$ cat src/sync_serial_spi_pkg.sv
// shared constants and types of the synchronous serial port
package sync_serial_spi_pkg;

    // register byte offsets
    localparam logic [7:0] OFS_CONTROL_ONE = 8'h00;
    localparam logic [7:0] OFS_STATUS = 8'h04;
    localparam logic [7:0] OFS_BUFFER = 8'h08;
    localparam logic [7:0] OFS_PERIOD = 8'h0c;
    localparam logic [7:0] OFS_AUX = 8'h10;

    // port_control_one fields
    localparam int CTL_WRITE_COLLISION_FLAG_BIT = 7;
    localparam int CTL_OVF_BIT = 6;
    localparam int CTL_EN_BIT = 5;
    localparam int CTL_CKP_BIT = 4;
    localparam int CTL_MODE_HI = 3;
    localparam int CTL_MODE_LO = 0;

    // port_status_reg fields
    localparam int STS_SMP_BIT = 7;
    localparam int STS_CKE_BIT = 6;
    localparam int STS_BF_BIT = 0;

    // auxiliary control fields
    localparam int AUX_FLAG_BIT = 0;
    localparam int AUX_WAKE_EN_BIT = 1;
    localparam int AUX_SDO_DIS_BIT = 2;
    localparam int AUX_BUSY_BIT = 3;

    // port_mode_field codes
    localparam logic [3:0] MODE_MASTER_DIV4 = 4'h0;
    localparam logic [3:0] MODE_MASTER_DIV16 = 4'h1;
    localparam logic [3:0] MODE_MASTER_DIV64 = 4'h2;
    localparam logic [3:0] MODE_MASTER_TIMER = 4'h3;
    localparam logic [3:0] MODE_SLAVE_SEL = 4'h4;
    localparam logic [3:0] MODE_SLAVE_FREE = 4'h5;

    // half bit reload counts (cycles minus one)
    localparam logic [7:0] HALF_DIV4 = 8'h01;
    localparam logic [7:0] HALF_DIV16 = 8'h07;
    localparam logic [7:0] HALF_DIV64 = 8'h1f;

    // reset values and byte geometry
    localparam logic [7:0] PERIOD_RESET = 8'hff;
    localparam logic [7:0] BYTE_RESET = 8'h00;
    localparam logic [3:0] BIT_LAST = 4'h7;
    localparam logic [3:0] BIT_ZERO = 4'h0;
    localparam logic [4:0] EDGE_LAST = 5'h0f;
    localparam logic [4:0] EDGE_ZERO = 5'h00;

    typedef enum {M_IDLE, M_SHIFT, M_DRAIN} master_state_t;

endpackage

$ cat src/spi_half_tick.sv
// half bit clock tick generator for master mode
module spi_half_tick
    import sync_serial_spi_pkg::*;
(
    // clock and reset
    input wire logic pclk,
    input wire logic presetn,
    // control
    input wire logic run,
    input wire logic hold,
    input wire logic [3:0] mode,
    input wire logic [7:0] period,
    // tick out
    output logic tick
);
    logic [7:0] cnt_q;
    logic [7:0] reload;

    // rate select, timer rate uses one timer period per half bit
    always_comb begin
        unique case (mode)
            MODE_MASTER_DIV4: reload = HALF_DIV4;
            MODE_MASTER_DIV16: reload = HALF_DIV16;
            MODE_MASTER_DIV64: reload = HALF_DIV64;
            default: reload = period;
        endcase
    end

    always_ff @(posedge pclk or negedge presetn) begin
        if (!presetn) begin
            cnt_q <= BYTE_RESET;
        end else if (!run) begin
            cnt_q <= reload;
        end else if (!hold) begin
            if (cnt_q == BYTE_RESET) begin
                cnt_q <= reload;
            end else begin
                cnt_q <= cnt_q - 8'h01;
            end
        end
    end

    assign tick = run && !hold && (cnt_q == BYTE_RESET);
endmodule

$ cat src/sync_serial_spi_port.sv
// byte wide synchronous serial port, master or slave, with apb registers
//
// Decided for this implementation: register access over APB and the register offsets.
module sync_serial_spi_port
    import sync_serial_spi_pkg::*;
(
    // clock and reset
    input wire logic pclk,
    input wire logic presetn,
    // apb slave
    input wire logic psel,
    input wire logic penable,
    input wire logic pwrite,
    input wire logic [7:0] paddr,
    input wire logic [31:0] pwdata,
    output logic [31:0] prdata,
    output logic pready,
    output logic pslverr,
    // serial clock pin
    input wire logic serial_clock_in,
    output logic serial_clock_out,
    output logic serial_clock_oe,
    input wire logic clock_return_input,
    // data and select pins
    input wire logic serial_data_in,
    output logic serial_data_out,
    output logic serial_data_oe,
    input wire logic slave_select_n,
    // power management
    input wire logic sleep_mode,
    output logic wake_request
);
    // config and status
    logic port_enable_q, idle_clock_level_q, input_sample_phase_q, launch_edge_q;
    logic [3:0] port_mode_field_q;
    logic [7:0] timer_period_reg_q, transfer_buffer_q;
    logic wake_en_q, sdo_dis_q;
    logic write_collision_flag_q, receive_overflow_flag_q;
    logic buffer_full_flag_q, port_interrupt_flag_q;
    // apb outputs
    logic pready_q, pslverr_q;
    logic [31:0] prdata_q;
    // synchronisers
    logic sck_m, sck_s, sck_p, ret_m, ret_s, ret_p, sdi_m, sdi_s, ss_m, ss_s;
    logic smp_ev_q, smp_bit_q;
    // shifter
    master_state_t mstate_q;
    logic [4:0] edge_q;
    logic [3:0] bitcnt_q;
    logic [7:0] tx_q, rx_q;
    logic got_byte_q, sdo_q, sdo_oe_q, sck_q, sck_oe_q, wake_q;

    logic is_master, is_slave, sel_ctl, port_reset, busy, tick;
    logic access, wr_done, rd_done, hit;
    logic wr_ctl, wr_sts, wr_buf, wr_per, wr_aux, rd_buf;
    logic load, collide, commit, overflow, launch_tick, shift_out;
    logic m_sample, s_sample, s_launch, sample_ev, sample_bit;
    logic [31:0] rd_mux;
    logic [7:0] rx_next;

    // mode decode
    assign is_master = port_enable_q && (port_mode_field_q <= MODE_MASTER_TIMER);
    assign is_slave = port_enable_q && (port_mode_field_q == MODE_SLAVE_SEL
        || port_mode_field_q == MODE_SLAVE_FREE);
    assign sel_ctl = port_mode_field_q == MODE_SLAVE_SEL;
    assign port_reset = !port_enable_q || (is_slave && sel_ctl && ss_s);
    assign busy = (mstate_q != M_IDLE) || (is_slave && bitcnt_q != BIT_ZERO);

    // apb decode, one wait state per transfer
    assign access = psel && penable;
    assign wr_done = access && pready_q && pwrite;
    assign rd_done = access && pready_q && !pwrite;
    assign hit = paddr == OFS_CONTROL_ONE || paddr == OFS_STATUS || paddr == OFS_BUFFER
        || paddr == OFS_PERIOD || paddr == OFS_AUX;
    assign wr_ctl = wr_done && paddr == OFS_CONTROL_ONE;
    assign wr_sts = wr_done && paddr == OFS_STATUS;
    assign wr_buf = wr_done && paddr == OFS_BUFFER;
    assign wr_per = wr_done && paddr == OFS_PERIOD;
    assign wr_aux = wr_done && paddr == OFS_AUX;
    assign rd_buf = rd_done && paddr == OFS_BUFFER;
    assign load = wr_buf && !busy && (is_master || is_slave);
    assign collide = wr_buf && busy;

    always_comb begin
        rd_mux = 32'h0000_0000;
        unique case (paddr)
            OFS_CONTROL_ONE: begin
                rd_mux[CTL_WRITE_COLLISION_FLAG_BIT] = write_collision_flag_q;
                rd_mux[CTL_OVF_BIT] = receive_overflow_flag_q;
                rd_mux[CTL_EN_BIT] = port_enable_q;
                rd_mux[CTL_CKP_BIT] = idle_clock_level_q;
                rd_mux[CTL_MODE_HI:CTL_MODE_LO] = port_mode_field_q;
            end
            OFS_STATUS: begin
                rd_mux[STS_SMP_BIT] = input_sample_phase_q;
                rd_mux[STS_CKE_BIT] = launch_edge_q;
                rd_mux[STS_BF_BIT] = buffer_full_flag_q;
            end
            OFS_BUFFER: rd_mux[7:0] = transfer_buffer_q;
            OFS_PERIOD: rd_mux[7:0] = timer_period_reg_q;
            OFS_AUX: begin
                rd_mux[AUX_FLAG_BIT] = port_interrupt_flag_q;
                rd_mux[AUX_WAKE_EN_BIT] = wake_en_q;
                rd_mux[AUX_SDO_DIS_BIT] = sdo_dis_q;
                rd_mux[AUX_BUSY_BIT] = busy;
            end
            default: rd_mux = 32'h0000_0000;
        endcase
    end

    always_ff @(posedge pclk or negedge presetn) begin
        if (!presetn) begin
            pready_q <= 1'b0;
            pslverr_q <= 1'b0;
            prdata_q <= 32'h0000_0000;
        end else begin
            pready_q <= access && !pready_q;
            if (access && !pready_q) begin
                prdata_q <= rd_mux;
                pslverr_q <= !hit;
            end
        end
    end

    // configuration registers, cleared by device reset except the timer period, which resets to all ones
    always_ff @(posedge pclk or negedge presetn) begin
        if (!presetn) begin
            port_enable_q <= 1'b0;
            idle_clock_level_q <= 1'b0;
            port_mode_field_q <= MODE_MASTER_DIV4;
            input_sample_phase_q <= 1'b0;
            launch_edge_q <= 1'b0;
            timer_period_reg_q <= PERIOD_RESET;
            wake_en_q <= 1'b0;
            sdo_dis_q <= 1'b0;
        end else begin
            if (wr_ctl) begin
                port_enable_q <= pwdata[CTL_EN_BIT];
                idle_clock_level_q <= pwdata[CTL_CKP_BIT];
                port_mode_field_q <= pwdata[CTL_MODE_HI:CTL_MODE_LO];
            end
            if (wr_sts) begin
                input_sample_phase_q <= pwdata[STS_SMP_BIT];
                launch_edge_q <= pwdata[STS_CKE_BIT];
            end
            if (wr_per) begin
                timer_period_reg_q <= pwdata[7:0];
            end
            if (wr_aux) begin
                wake_en_q <= pwdata[AUX_WAKE_EN_BIT];
                sdo_dis_q <= pwdata[AUX_SDO_DIS_BIT];
            end
        end
    end

    // sticky flags, hardware set wins over software clear
    assign overflow = commit && is_slave && buffer_full_flag_q;
    always_ff @(posedge pclk or negedge presetn) begin
        if (!presetn) begin
            write_collision_flag_q <= 1'b0;
            receive_overflow_flag_q <= 1'b0;
            buffer_full_flag_q <= 1'b0;
            port_interrupt_flag_q <= 1'b0;
            transfer_buffer_q <= BYTE_RESET;
        end else begin
            if (collide) begin
                write_collision_flag_q <= 1'b1;
            end else if (wr_ctl && !pwdata[CTL_WRITE_COLLISION_FLAG_BIT]) begin
                write_collision_flag_q <= 1'b0;
            end
            if (overflow) begin
                receive_overflow_flag_q <= 1'b1;
            end else if (wr_ctl && !pwdata[CTL_OVF_BIT]) begin
                receive_overflow_flag_q <= 1'b0;
            end
            if (commit) begin
                buffer_full_flag_q <= 1'b1;
            end else if (rd_buf) begin
                buffer_full_flag_q <= 1'b0;
            end
            if (commit) begin
                port_interrupt_flag_q <= 1'b1;
            end else if (wr_aux && pwdata[AUX_FLAG_BIT]) begin
                port_interrupt_flag_q <= 1'b0;
            end
            if (commit && !overflow) begin
                transfer_buffer_q <= rx_next;
            end
        end
    end

    // pin synchronisers
    always_ff @(posedge pclk or negedge presetn) begin
        if (!presetn) begin
            sck_m <= 1'b0;
            sck_s <= 1'b0;
            sck_p <= 1'b0;
            ret_m <= 1'b0;
            ret_s <= 1'b0;
            ret_p <= 1'b0;
            sdi_m <= 1'b0;
            sdi_s <= 1'b0;
            ss_m <= 1'b1;
            ss_s <= 1'b1;
        end else begin
            sck_m <= serial_clock_in;
            sck_s <= sck_m;
            sck_p <= sck_s;
            ret_m <= clock_return_input;
            ret_s <= ret_m;
            ret_p <= ret_s;
            sdi_m <= serial_data_in;
            sdi_s <= sdi_m;
            ss_m <= slave_select_n;
            ss_s <= ss_m;
        end
    end

    // sample on leading edge when launch select set, else trailing
    assign m_sample = (mstate_q != M_IDLE) && (ret_s != ret_p)
        && ((ret_s != idle_clock_level_q) == launch_edge_q);
    assign s_sample = is_slave && !port_reset && (sck_s != sck_p)
        && ((sck_s != idle_clock_level_q) == launch_edge_q);
    assign s_launch = is_slave && !port_reset && (sck_s != sck_p)
        && ((sck_s != idle_clock_level_q) != launch_edge_q);

    // later sample phase delays master capture by one cycle
    always_ff @(posedge pclk or negedge presetn) begin
        if (!presetn) begin
            smp_ev_q <= 1'b0;
            smp_bit_q <= 1'b0;
        end else begin
            smp_ev_q <= m_sample;
            smp_bit_q <= sdi_s;
        end
    end

    assign sample_ev = s_sample || (input_sample_phase_q ? smp_ev_q : m_sample);
    assign sample_bit = (is_master && input_sample_phase_q) ? smp_bit_q : sdi_s;
    assign rx_next = {rx_q[6:0], sample_bit};
    assign commit = sample_ev && bitcnt_q == BIT_LAST;

    // receive shifter and bit counter
    always_ff @(posedge pclk or negedge presetn) begin
        if (!presetn) begin
            rx_q <= BYTE_RESET;
            bitcnt_q <= BIT_ZERO;
        end else if (port_reset || load) begin
            bitcnt_q <= BIT_ZERO;
        end else if (sample_ev) begin
            rx_q <= rx_next;
            bitcnt_q <= commit ? BIT_ZERO : bitcnt_q + 4'h1;
        end
    end

    spi_half_tick u_half_tick (
        .pclk(pclk),
        .presetn(presetn),
        .run(mstate_q == M_SHIFT),
        .hold(sleep_mode),
        .mode(port_mode_field_q),
        .period(timer_period_reg_q),
        .tick(tick)
    );

    // launch on odd half ticks with launch select set, even otherwise
    assign launch_tick = tick && (edge_q[0] == launch_edge_q);
    assign shift_out = (is_master && mstate_q == M_SHIFT && launch_tick) || s_launch;

    // master sequencer
    always_ff @(posedge pclk or negedge presetn) begin
        if (!presetn) begin
            mstate_q <= M_IDLE;
            edge_q <= EDGE_ZERO;
            got_byte_q <= 1'b0;
        end else if (!is_master) begin
            mstate_q <= M_IDLE;
            edge_q <= EDGE_ZERO;
            got_byte_q <= 1'b0;
        end else begin
            unique case (mstate_q)
                M_IDLE: begin
                    if (load) begin
                        mstate_q <= M_SHIFT;
                        edge_q <= EDGE_ZERO;
                        got_byte_q <= 1'b0;
                    end
                end
                M_SHIFT: begin
                    if (commit) begin
                        got_byte_q <= 1'b1;
                    end
                    if (tick) begin
                        edge_q <= edge_q + 5'h01;
                        if (edge_q == EDGE_LAST) begin
                            mstate_q <= M_DRAIN;
                        end
                    end
                end
                M_DRAIN: begin
                    if (commit || got_byte_q) begin
                        mstate_q <= M_IDLE;
                    end
                end
            endcase
        end
    end

    // transmit shifter and data pin
    always_ff @(posedge pclk or negedge presetn) begin
        if (!presetn) begin
            tx_q <= BYTE_RESET;
            sdo_q <= 1'b0;
        end else if (load) begin
            if (launch_edge_q) begin
                sdo_q <= pwdata[7];
                tx_q <= {pwdata[6:0], 1'b0};
            end else begin
                tx_q <= pwdata[7:0];
            end
        end else if (shift_out) begin
            sdo_q <= tx_q[7];
            tx_q <= {tx_q[6:0], 1'b0};
        end
    end

    // pin drivers
    always_ff @(posedge pclk or negedge presetn) begin
        if (!presetn) begin
            sck_q <= 1'b0;
            sck_oe_q <= 1'b0;
            sdo_oe_q <= 1'b0;
            wake_q <= 1'b0;
        end else begin
            sck_oe_q <= is_master;
            sdo_oe_q <= !sdo_dis_q && (is_master || (is_slave && !(sel_ctl && ss_s)));
            wake_q <= port_interrupt_flag_q && wake_en_q;
            if (!is_master || mstate_q != M_SHIFT) begin
                sck_q <= idle_clock_level_q;
            end else if (tick) begin
                sck_q <= !sck_q;
            end
        end
    end

    assign prdata = prdata_q;
    assign pready = pready_q;
    assign pslverr = pslverr_q;
    assign serial_clock_out = sck_q;
    assign serial_clock_oe = sck_oe_q;
    assign serial_data_out = sdo_q;
    assign serial_data_oe = sdo_oe_q;
    assign wake_request = wake_q;
endmodule

$ cat config.mk
export PLATFORM = sky130hd
export DESIGN_NAME = sync_serial_spi_port
export DESIGN_NICKNAME = d
export VERILOG_FILES = /design/src/sync_serial_spi_pkg.sv /design/src/spi_half_tick.sv /design/src/sync_serial_spi_port.sv
export SDC_FILE = /design/constraint.sdc
export NUM_CORES = 1
export LEC_CHECK = 0
export ABC_AREA = 0
export BUFFER_PORTS_ARGS = -buffer_cell sky130_fd_sc_hd__clkbuf_2
export CORE_MARGIN = 8
export CORE_UTILIZATION = 56
export CTS_CLUSTER_SIZE = 8
export DETAILED_ROUTE_END_ITERATION = 6
export PLACE_DENSITY = 0.91
export REMOVE_ABC_BUFFERS = 1
export SYNTH_ARGS = -nofsm -noshare
export SYNTH_HDL_FRONTEND = slang
export SYNTH_SLANG_ARGS = --single-unit
$ cat constraint.sdc
create_clock -name pclk -period 2.43 [get_ports pclk]
set_input_delay 0.243 -clock pclk [delete_from_list [all_inputs] [get_ports pclk]]
set_output_delay 0.243 -clock pclk [all_outputs]
set_load 0.005 [all_outputs]
### Word-level counts from Yosys, hierarchy flattened

Index checks and enable logic that the tools add are counted.

* register bits after elaboration: 122
* bits in latches: 0
* memory bits (writable): 0
* bits in read-only memories: 0
* bits of input ports: 50
* output and inout port bits: 39
* memories: 0

* $add $sub $neg: 3
* multiply operators: 0
* div/mod/pow operators: 0
* order comparisons: 1
* equal/unequal tests: 30
* shift operators: 0
* mux-type cells: 43
* bitwise gates (word level): 1
* reduce and logical (&&, ||, !) cells: 88

Operators by type and width (number)
* 2-to-1 mux 32 bit: 5
* case mux 32 bit (3 select lines): 1
* equality test 32 x 2 -> 1 bit, second input constant: 2
* 2-to-1 mux 8 bit: 6
* logical AND 1 bit: 42
* equality test 32 x 1 -> 1 bit, second input constant: 1
* logical NOT 32 bit: 1
* inequality test 32 x 2 -> 1 bit, second input constant: 1
* nonzero test 32 bit: 1
* case mux 8 bit (3 select lines): 1
* 2-to-1 mux 1 bit: 18
* equality test 8 x 4 -> 1 bit, second input constant: 2
* logical NOT 8 bit: 2
* 2-to-1 mux 5 bit: 3
* inequality test 3 bit, second input constant: 5
* logical NOT 1 bit: 14
* logical OR 1 bit: 14
* nonzero test 2 bit: 7
* equality test 4 x 3 -> 1 bit, second input constant: 3
* 2-to-1 mux 4 bit: 3
* case mux 3 bit (4 select lines): 1
* case mux 5 bit (2 select lines): 1
* equality test 8 x 3 -> 1 bit, second input constant: 1
* equality test 8 x 5 -> 1 bit, second input constant: 1
* other kinds (21): 30

### Logic depth before layout (Yosys ltp)

Gate-level depths: netlist of run 1.

* depth in word-level cells: 16
* mapped depth: 9
* gate-level depth less buffers: 7

### By module

A second synthesis of run 1 with hierarchy kept.

* cells, all modules: 440
* area total of the unflattened synthesis: 4901.0 µm²

Modules (own cells, without submodules)
* sync_serial_spi_port: times used 1, cells each 375, area an instance 4305.4 µm²
* spi_half_tick: times used 1, cells each 65, area an instance 595.6 µm²

### Worst setup path before layout of run 1

OpenSTA, ideal clock, no wires.

* kind: register -> register
* start point: register u_half_tick.cnt_q[0]
* end point: register edge_q[3]
* arrival: 2026 ps
* slack: 301 ps
* cell stages (with the launch flop): 8
* path buffers: 0
* period minus slack after synthesis: 2129 ps
* cell sequence: dfrtp_1 -> inv_1 -> ha_1 -> nor3b_1 -> and3_2 -> nor2_1 -> or4_1 -> a221oi_1

* longest elaborated chain between the ends: 4

RTL lines
* start: declaration: line spi_half_tick.sv:16 `logic [7:0] cnt_q;`
* start signal: assignment: line spi_half_tick.sv:33 `cnt_q <= reload;`
* start signal: assignment: line spi_half_tick.sv:36 `cnt_q <= reload;`
* start signal: assignment: line spi_half_tick.sv:38 `cnt_q <= cnt_q - 8'h01;`
* logical NOT 8 bit: line spi_half_tick.sv:43 `assign tick = run && !hold && (cnt_q == BYTE_RESET);`
* logical AND 1 bit: line spi_half_tick.sv:43
* inequality test 3 bit (no source line)
* AND reduction 3 bit (no source line)
* end signal: assignment: line sync_serial_spi_port.sv:294 `edge_q <= edge_q + 5'h01;`
* end: declaration: line sync_serial_spi_port.sv:48 `logic [4:0] edge_q;`

No other way between the ends.
A chain may end at the register's enable or synchronous reset.

### Worst setup path after layout of run 1

* start point: register mstate_q[0]
* end point: register transfer_buffer_q[3]

* longest elaborated chain between the ends: 10

RTL lines
* start: declaration: line sync_serial_spi_port.sv:47 `master_state_t mstate_q;`
* start signal: assignment: line sync_serial_spi_port.sv:273 `mstate_q <= M_IDLE;`
* start signal: assignment: line sync_serial_spi_port.sv:277 `mstate_q <= M_IDLE;`
* start signal: assignment: line sync_serial_spi_port.sv:284 `mstate_q <= M_SHIFT;`
* nonzero test 32 bit *: line sync_serial_spi_port.sv:220 `assign m_sample = (mstate_q != M_IDLE) && (ret_s != ret_p)`
* logical AND 1 bit *: line sync_serial_spi_port.sv:220
* logical AND 1 bit *: line sync_serial_spi_port.sv:221 `&& ((ret_s != idle_clock_level_q) == launch_edge_q);`
* 2-to-1 mux 1 bit *: line sync_serial_spi_port.sv:238 `assign sample_ev = s_sample || (input_sample_phase_q ? smp_ev_q : m_sample);`
* logical OR 1 bit *: line sync_serial_spi_port.sv:238
* logical AND 1 bit *: line sync_serial_spi_port.sv:241 `assign commit = sample_ev && bitcnt_q == BIT_LAST;`
* logical AND 1 bit (2 in a row): line sync_serial_spi_port.sv:157 `assign overflow = commit && is_slave && buffer_full_flag_q;`
* logical NOT 1 bit: line sync_serial_spi_port.sv:186 `if (commit && !overflow) begin`
* logical AND 1 bit *: line sync_serial_spi_port.sv:186
* end signal: assignment: line sync_serial_spi_port.sv:187 `transfer_buffer_q <= rx_next;`
* end: declaration: line sync_serial_spi_port.sv:36 `logic [7:0] timer_period_reg_q, transfer_buffer_q;`

Mark *: on every way between the ends. The rest lies on a longest branch, timed or not.

==> results of run 1 <==
## cells in the mapped netlist, types with 3 or more instances
cell type,n
sky130_fd_sc_hd__a211o_1,4
sky130_fd_sc_hd__a21oi_1,19
sky130_fd_sc_hd__a221oi_1,3
sky130_fd_sc_hd__a222oi_1,3
sky130_fd_sc_hd__a22o_1,4
sky130_fd_sc_hd__a22oi_1,4
sky130_fd_sc_hd__and2_1,3
sky130_fd_sc_hd__and3_1,5
sky130_fd_sc_hd__buf_2,3
sky130_fd_sc_hd__buf_4,24
sky130_fd_sc_hd__buf_6,3
sky130_fd_sc_hd__clkbuf_1,8
sky130_fd_sc_hd__dfrtp_1,82
sky130_fd_sc_hd__dfstp_2,10
sky130_fd_sc_hd__ha_1,9
sky130_fd_sc_hd__inv_1,16
sky130_fd_sc_hd__mux2_2,36
sky130_fd_sc_hd__mux2i_1,30
sky130_fd_sc_hd__nand2_1,35
sky130_fd_sc_hd__nand2b_1,3
sky130_fd_sc_hd__nand3_1,17
sky130_fd_sc_hd__nor2_1,14
sky130_fd_sc_hd__nor2b_1,3
sky130_fd_sc_hd__nor3b_1,3
sky130_fd_sc_hd__nor4b_1,3
sky130_fd_sc_hd__o21ai_0,27
sky130_fd_sc_hd__o22ai_1,6
sky130_fd_sc_hd__or3_1,5
sky130_fd_sc_hd__or4_1,4
## area by class of cell
type,count,share of cell area (%)
Clock inverter,7,0.9508
Tap cell,108,2.505
Inverter,17,1.415
Sequential cell,92,42.90
Timing Repair Buffer,62,7.282
Multi-Input combinational cell,314,42.65
Clock buffer,9,2.296
## what timing repair did
action,in CTS,in global routing
endpoints found under the setup margin,0,21
hold buffers,5,0
gates resized for setup,0,6
hold endpoints to repair,42,0
## routing by layer
metal / up-vias / track usage, % / wire length (um)
li1: 1682 / - / -
met1: 1832 / 24.14 / 4554
met2: 156 / 33.28 / 5855
met3: 42 / 4.374 / 806
met4: 0 / 10.65 / 343
met5: - / 0 / 0
## worst paths after layout
check / end / start / slack [ns]
max in group asynchronous: timer_period_reg_q[3]$_DFFE_PN1P_ / presetn / 1.35
max: transfer_buffer_q[3]$_DFFE_PN0P_ / mstate_q[0]$_DFFE_PN0P_ / 0.05
min: buffer_full_flag_q$_DFFE_PN0P_ / pwrite / 0.12
max reg2reg: transfer_buffer_q[3]$_DFFE_PN0P_ / mstate_q[0]$_DFFE_PN0P_ / 0.05
min in group asynchronous: sdi_m$_DFF_PN0_ / presetn / 0.36
min reg2reg: ret_s$_DFF_PN0_ / ret_m$_DFF_PN0_ / 0.36
## report_power, final
group,switching [uW],internal [uW],total [uW]
sequential,10.8,1550,1560
combinational,101,51.5,152
clock,580,375,955
total,692,1970,2670
## sequential cells by signal (all words and copies together), names as in the netlist, 2 cells and up
register,count
rx_q,7
transfer_buffer_q,8
timer_period_reg_q,8
edge_q,5
prdata,8
tx_q,8
port_mode_field_q,4
mstate_q,2
u_half_tick.cnt_q,8
bitcnt_q,4
## logic make-up after synthesis
family | synth area share (%)
AND/OR/NAND/NOR | 14.76
AO/OA/AOI/OAI | 12.72
flip-flops | 47.83
multiplexers | 14.58
buffers and inverters | 7.006
adder cells (fa/ha/maj) | 2.327
XOR/XNOR | 0.6982
other | 0.07749
## worst max-delay path, delay by kind of cell (launching register included)
family	cells	cell delay (ns)
buffers and inverters	2	0.28
adders and majority gates	1	0.36
and+or+nand+nor	2	0.26
muxes	2	0.70
DFF	1	0.39
AOI/OAI and AO/OA	1	0.28
## metrics by stage
| stage | setup WS [ns] | utilization (%) |
|---|---|---|
| 2_1_floorplan | 0.04865 | - |
| 3_3_place_gp | 0.1240 | 60.13 |
| 3_5_place_dp | 0.1034 | 60.13 |
| 4_1_cts | 0.06368 | 62.76 |
| 5_1_grt | 0.009482 | 63.10 |
| 6_report | 0.04699 | 63.10 |
## layout by cell type (no fill, tap or decap), types with 6 or more instances in the layout
cell and n:
sky130_fd_sc_hd__o22ai_1 6, sky130_fd_sc_hd__conb_1 24, sky130_fd_sc_hd__clkbuf_8 9, sky130_fd_sc_hd__clkbuf_2 39
sky130_fd_sc_hd__dfstp_2 10, sky130_fd_sc_hd__nor2_1 14, sky130_fd_sc_hd__nand3_1 17, sky130_fd_sc_hd__ha_1 9
sky130_fd_sc_hd__inv_1 16, sky130_fd_sc_hd__o21ai_0 27, sky130_fd_sc_hd__buf_4 17, sky130_fd_sc_hd__dfrtp_1 82
sky130_fd_sc_hd__mux2_2 36, sky130_fd_sc_hd__nand2_1 35, sky130_fd_sc_hd__mux2i_1 30, sky130_fd_sc_hd__a21oi_1 19
==> flow_summary.toml, run 1 <==
[cts]
cts_tree = "done"
cts.root.buffer_cell = "sky130_fd_sc_hd__clkbuf_8"
clk_transition_reported_paths_ns = 0.10
clock_tree.htree_level_count = 3
clock_latency_ns = 0.38
cts_max_path_buffers = 2
numClockSinks = 92
cts_made_buffers = 9
cts_setup_buffers = 0

[worst_setup_path]
worst_ep_required_time_ns = 2.70
cp.arrival_ns = 2.66
worst_path_max_fanout = 8
criticalPathCategory = "flop to flop"
worst_path_largest_cell_delay_ns = 0.39
cell_type_of_the_slowest_stage_on_the_worst_timing_path = "sky130_fd_sc_hd__dfrtp_1"
start_kind = "flop"
end_kind = "flop"
timing.critical_path.cells = "inv_1 > ha_1 > nor4b_2 > mux2i_1 > o211ai_2 > nand3_1 > buf_4 > mux2_2"
ff2ff_path_depth = 8

[worst_hold_path]
timing.hold.worst.class = "primary input to flop"
hold_depth = 3

[finish]
final_layout_size_suffix_gt1_share_pct = 28.54
number_of_inserted_diodes = 0
finish.cell_count_without_fillers = 609
postLayoutCellArea_sq_mm = 0.005395
multi_input_area_sq_mm = 0.002301
final_net_count = 555
ff_latch_area_sq_mm = 0.002315
fillers = 666
area_growth_pct = 11.48

[routing]
wirelength_um = 11560
drt-initial-drc-count = 334
dr.pass1.iters = 6
routedWlPerCell_um = 18.98
vias = 3712
number_of_nets_with_antenna_violations_after_routing = 0
route.detailed.vias_per_inst = 6.095
drc = 0

[timing]
report.final.setup_viol = 0
fin_skew_ns = 0.01138
timing.final.max_slew_violations = 0
rsz_0062_raised_after_global_routing = "false"
finalHoldViolations = 0
timing.final.crit_share_pct = 98.07
totalNegativeSetupSlack_ns = 0
relSlewSlack_pct = 64.25
layout_min_cycle_time_ns = 2.383
clock.fmax_mhz = 419.6
holdWs_ns = 0.1236
worst_slew_pin_slew_ns = 0.5363

[placement]
io_buffer_count = 40
detailedPlacementHpwl_um = 8606
place.gp.congestion = 0.9471
numPlacedInstances = 588
post_dp_cell_area_sq_mm = 0.005141

[logic_synthesis]
synthDistinctLibCells = 68
synth_enable_flop_cells = 0
post_synth_instance_area_sq_mm = 0.004840
synth.avg_cell_area_sq_um = 11.02
yosys.area.top_type_share_pct = 42.40
flip_flop_cell_with_the_highest_count_after_synthesis = "sky130_fd_sc_hd__dfrtp_1"
synth.yosys.seq_area_share_pct = 47.83
synth_warn = 0
synth-async-reset-ratio_pct = 100.0
mapped_cells = 439
synth.largest_area_cell = "sky130_fd_sc_hd__dfrtp_1"
synth_area_leaders = "sky130_fd_sc_hd__dfrtp_1 (42%), sky130_fd_sc_hd__mux2_2 (8.4%), sky130_fd_sc_hd__mux2i_1 (6.2%)"
synth.ff_latch_count = 92

[global_route]
antenna_found_initial = 0
grt_first_pass_wirelength_um = 18740
globalRoute.totalOverflow = 0
grt_max_degree = 53
grt.total_usage_pct = 20.13
grt_pass1_vias = 3812

[power]
cellPowerDensity_mw_per_mm2 = 494.1
ir_worst_vdd_v = 0.0004878
post-layout-total-power_uw = 2666
power_leakage_uw = 0.002511

[floorplanning]
core_area_sq_mm = 0.008551
boundaryPins = 89
chipWidth_um = 109.0
die-area_sq_mm = 0.01187
initial_core_utilization_pct = 56.60
rows = 34
die_h_um = 109.0

[job]
cap_viol_max_count = 0

[status]
outcome = "completed"
Power figures use the tool's default switching activity.
==> run 2: changes to the inputs <==
CORE_MARGIN = 4   (was 8)
==> run 2 against run 1 <==
Utilization is 1.9 points higher. First-iteration DRC count down 9.3%. Hold slack gained 0.0084 ns. Critical endpoint is now tx_q[7]$_DFFE_PN0P_. Largest cell class unchanged. Largest power group unchanged.
==> flow_summary.toml, run 2 (synthesis results as in run 1) <==
[worst_setup_path]
setup.worst_path.start = "port_mode_field_q[3]$_DFFE_PN0P_"
end_kind = "flop"
worst_path_largest_cell_delay_ns = 0.53
cp.arrival_ns = 2.50
ff2ff_path_depth = 7
criticalPathCategory = "flop to flop"
start_kind = "flop"
path_common_cell = "sky130_fd_sc_hd__mux2i_1"
rr_endpoint = "tx_q[7]$_DFFE_PN0P_"
timing.critical_path.cells = "or3b_1 > clkinv_8 > nand2_4 > o32ai_2 > buf_4 > mux2i_1 > mux2i_1"
crit_end = "tx_q[7]$_DFFE_PN0P_"
cell_type_of_the_slowest_stage_on_the_worst_timing_path = "sky130_fd_sc_hd__or3b_1"
worst_ep_required_time_ns = 2.68
ff2ff_setup_slack_ns = 0.18
worst_path_max_fanout = 10
launch_instance_of_the_worst_register_to_register_path = "port_mode_field_q[3]$_DFFE_PN0P_"

[routing]
drc = 0
wirelength_um = 10990
routedWlPerCell_um = 18.20
route.detailed.vias_per_inst = 6.114
drt-initial-drc-count = 303
number_of_nets_with_antenna_violations_after_routing = 0
dr.pass1.iters = 6
vias = 3693

[power]
post-layout-total-power_uw = 2762
power_report.internal_total_uw = 2101
switching_power_uw = 661.1
switching_share_pct = 23.93
comb_power_share_pct = 5.5
power.share.sequential_pct = 56.4
cellPowerDensity_mw_per_mm2 = 512.5
clock_share_of_power_pct = 38.1
power_leakage_uw = 0.002507
ir_worst_vdd_v = 0.0004310

[global_route]
grt.total_usage_pct = 22.52
globalRouteMet3Util_pct = 4.221
antenna_found_initial = 0
globalRoute.totalOverflow = 0
grt_pass1_vias = 3734
use_met2_pct = 37.16
global_route.usage.met1_pct = 28.58
global_route.peak_usage_layer = "met2"
grt_first_pass_wirelength_um = 18010
grt_max_degree = 48

[timing]
layout_min_cycle_time_ns = 2.254
fin_skew_ns = 0.01005
timing.final.crit_share_pct = 92.76
rsz_0062_raised_after_global_routing = "false"
worst_slew_pin_slew_ns = 0.5895
totalNegativeSetupSlack_ns = 0
finalHoldViolations = 0
timing.final.ws_setup_ns = 0.1759
report.final.setup_viol = 0
clock.fmax_mhz = 443.6
relSlewSlack_pct = 60.70
timing.final.max_slew_violations = 0

[placement]
place.gp.congestion = 0.9473
detailedPlacementHpwl_um = 8097
pre_cts_slack_ns = 0.1379
io_buffer_count = 40

[finish]
final_layout_size_suffix_gt1_share_pct = 27.86
final_net_count = 553
final_cell_mix = "sky130_fd_sc_hd__dfrtp_1 (82), sky130_fd_sc_hd__clkbuf_2 (39), sky130_fd_sc_hd__mux2_2 (36), sky130_fd_sc_hd__nand2_1 (35), sky130_fd_sc_hd__mux2i_1 (30)"
fillers = 623
commonest_non_fill_non_tap_cell_in_the_layout = "sky130_fd_sc_hd__dfrtp_1"
number_of_inserted_diodes = 0
fin_util_pct = 64.95
area_growth_pct = 11.38

[cts]
cts_tree = "done"
clk_transition_reported_paths_ns = 0.09
cts_max_path_buffers = 2
cts.root.buffer_cell = "sky130_fd_sc_hd__clkbuf_8"
numClockSinks = 92
clock_latency_ns = 0.37
clock_tree.htree_level_count = 3
cts_made_buffers = 9

[floorplanning]
die_h_um = 101.0
boundaryPins = 89
die-area_sq_mm = 0.01019
chipWidth_um = 101.0
rows = 33
core_area_sq_mm = 0.008299
initial_core_utilization_pct = 58.31

[status]
outcome = "completed"

[job]
cap_viol_max_count = 0

[worst_hold_path]
timing.hold.worst.class = "primary input to flop"
-- run 2: cell types whose count changed in the layout (fill, tap and decap cells not counted), sizes merged --
cell / before / now
inv: 17 / 16
clkbuf: 48 / 49
bufinv: 0 / 1
buf: 18 / 16
clkinv: 5 / 4
-- run 2: worst min path at each step --
| stage | from | depth (start not counted) | slack, ns | to |
|---|---|---|---|---|
| 2_1_floorplan | presetn | 0 | -0.05 | bitcnt_q[0]$_DFFE_PN0P_ |
| 3_3_place_gp | presetn | 1 | 0.28 | u_half_tick.cnt_q[5]$_DFFE_PN0P_ |
| 3_5_place_dp | presetn | 1 | 0.29 | u_half_tick.cnt_q[5]$_DFFE_PN0P_ |
| 4_1_cts | pwrite | 3 | 0.12 | buffer_full_flag_q$_DFFE_PN0P_ |
| 5_1_grt | pwrite | 3 | 0.13 | buffer_full_flag_q$_DFFE_PN0P_ |
| 6_report | pwrite | 3 | 0.13 | buffer_full_flag_q$_DFFE_PN0P_ |
-- run 2: per-stage QoR --
stage	area, sq um	hold slack (ns)	instances
final	5390	0.1320	604
after global placement	5122	0.2841	583
after global routing	5390	0.1333	604
after floorplan	4663	-0.05259	423
after detailed placement	5122	0.2916	583
after CTS	5374	0.1204	604
-- run 2: power groups by stage --
stage / sequential [uW] / clock [uW] / combinational, uW
after floorplan: 1590 / 0 / 50.8
after global placement: 1590 / 0 / 139
after detailed placement: 1590 / 0 / 144
after CTS: 1560 / 1060 / 151
after global routing: 1560 / 1130 / 171
final: 1560 / 1050 / 151
-- run 2: layer usage --
metal	wire (um)	vias up
li1	-	1675
met1	4430	1824
met2	5532	156
met3	676	38
met4	352	0
met5	0	-
-- run 2: repair_timing --
item                       CTS  global route
hold buffers                 5             0
hold endpoints to repair    49             0
resized for setup            0             4
buffers inserted             0             0
setup endpoints to repair    0            27
-- run 2: critical path, delay by kind of cell (launching register included) --
kind | cells | cell delay (ns)
buffers and inverters | 2 | 0.37
AOI/OAI and AO/OA | 1 | 0.35
DFF | 1 | 0.52
and+or+nand+nor | 2 | 0.60
muxes | 2 | 0.29
-- run 2: cell type report --
cell class	count	area, sq um	share of cell area (%)
Multi-Input combinational cell	314	2288	42.46
Timing Repair Buffer	60	377.9	7.010
Sequential cell	92	2315	42.94
Inverter	17	76.32	1.416
Clock inverter	6	63.81	1.184
Tap cell	105	131.4	2.437
Clock buffer	10	137.6	2.553
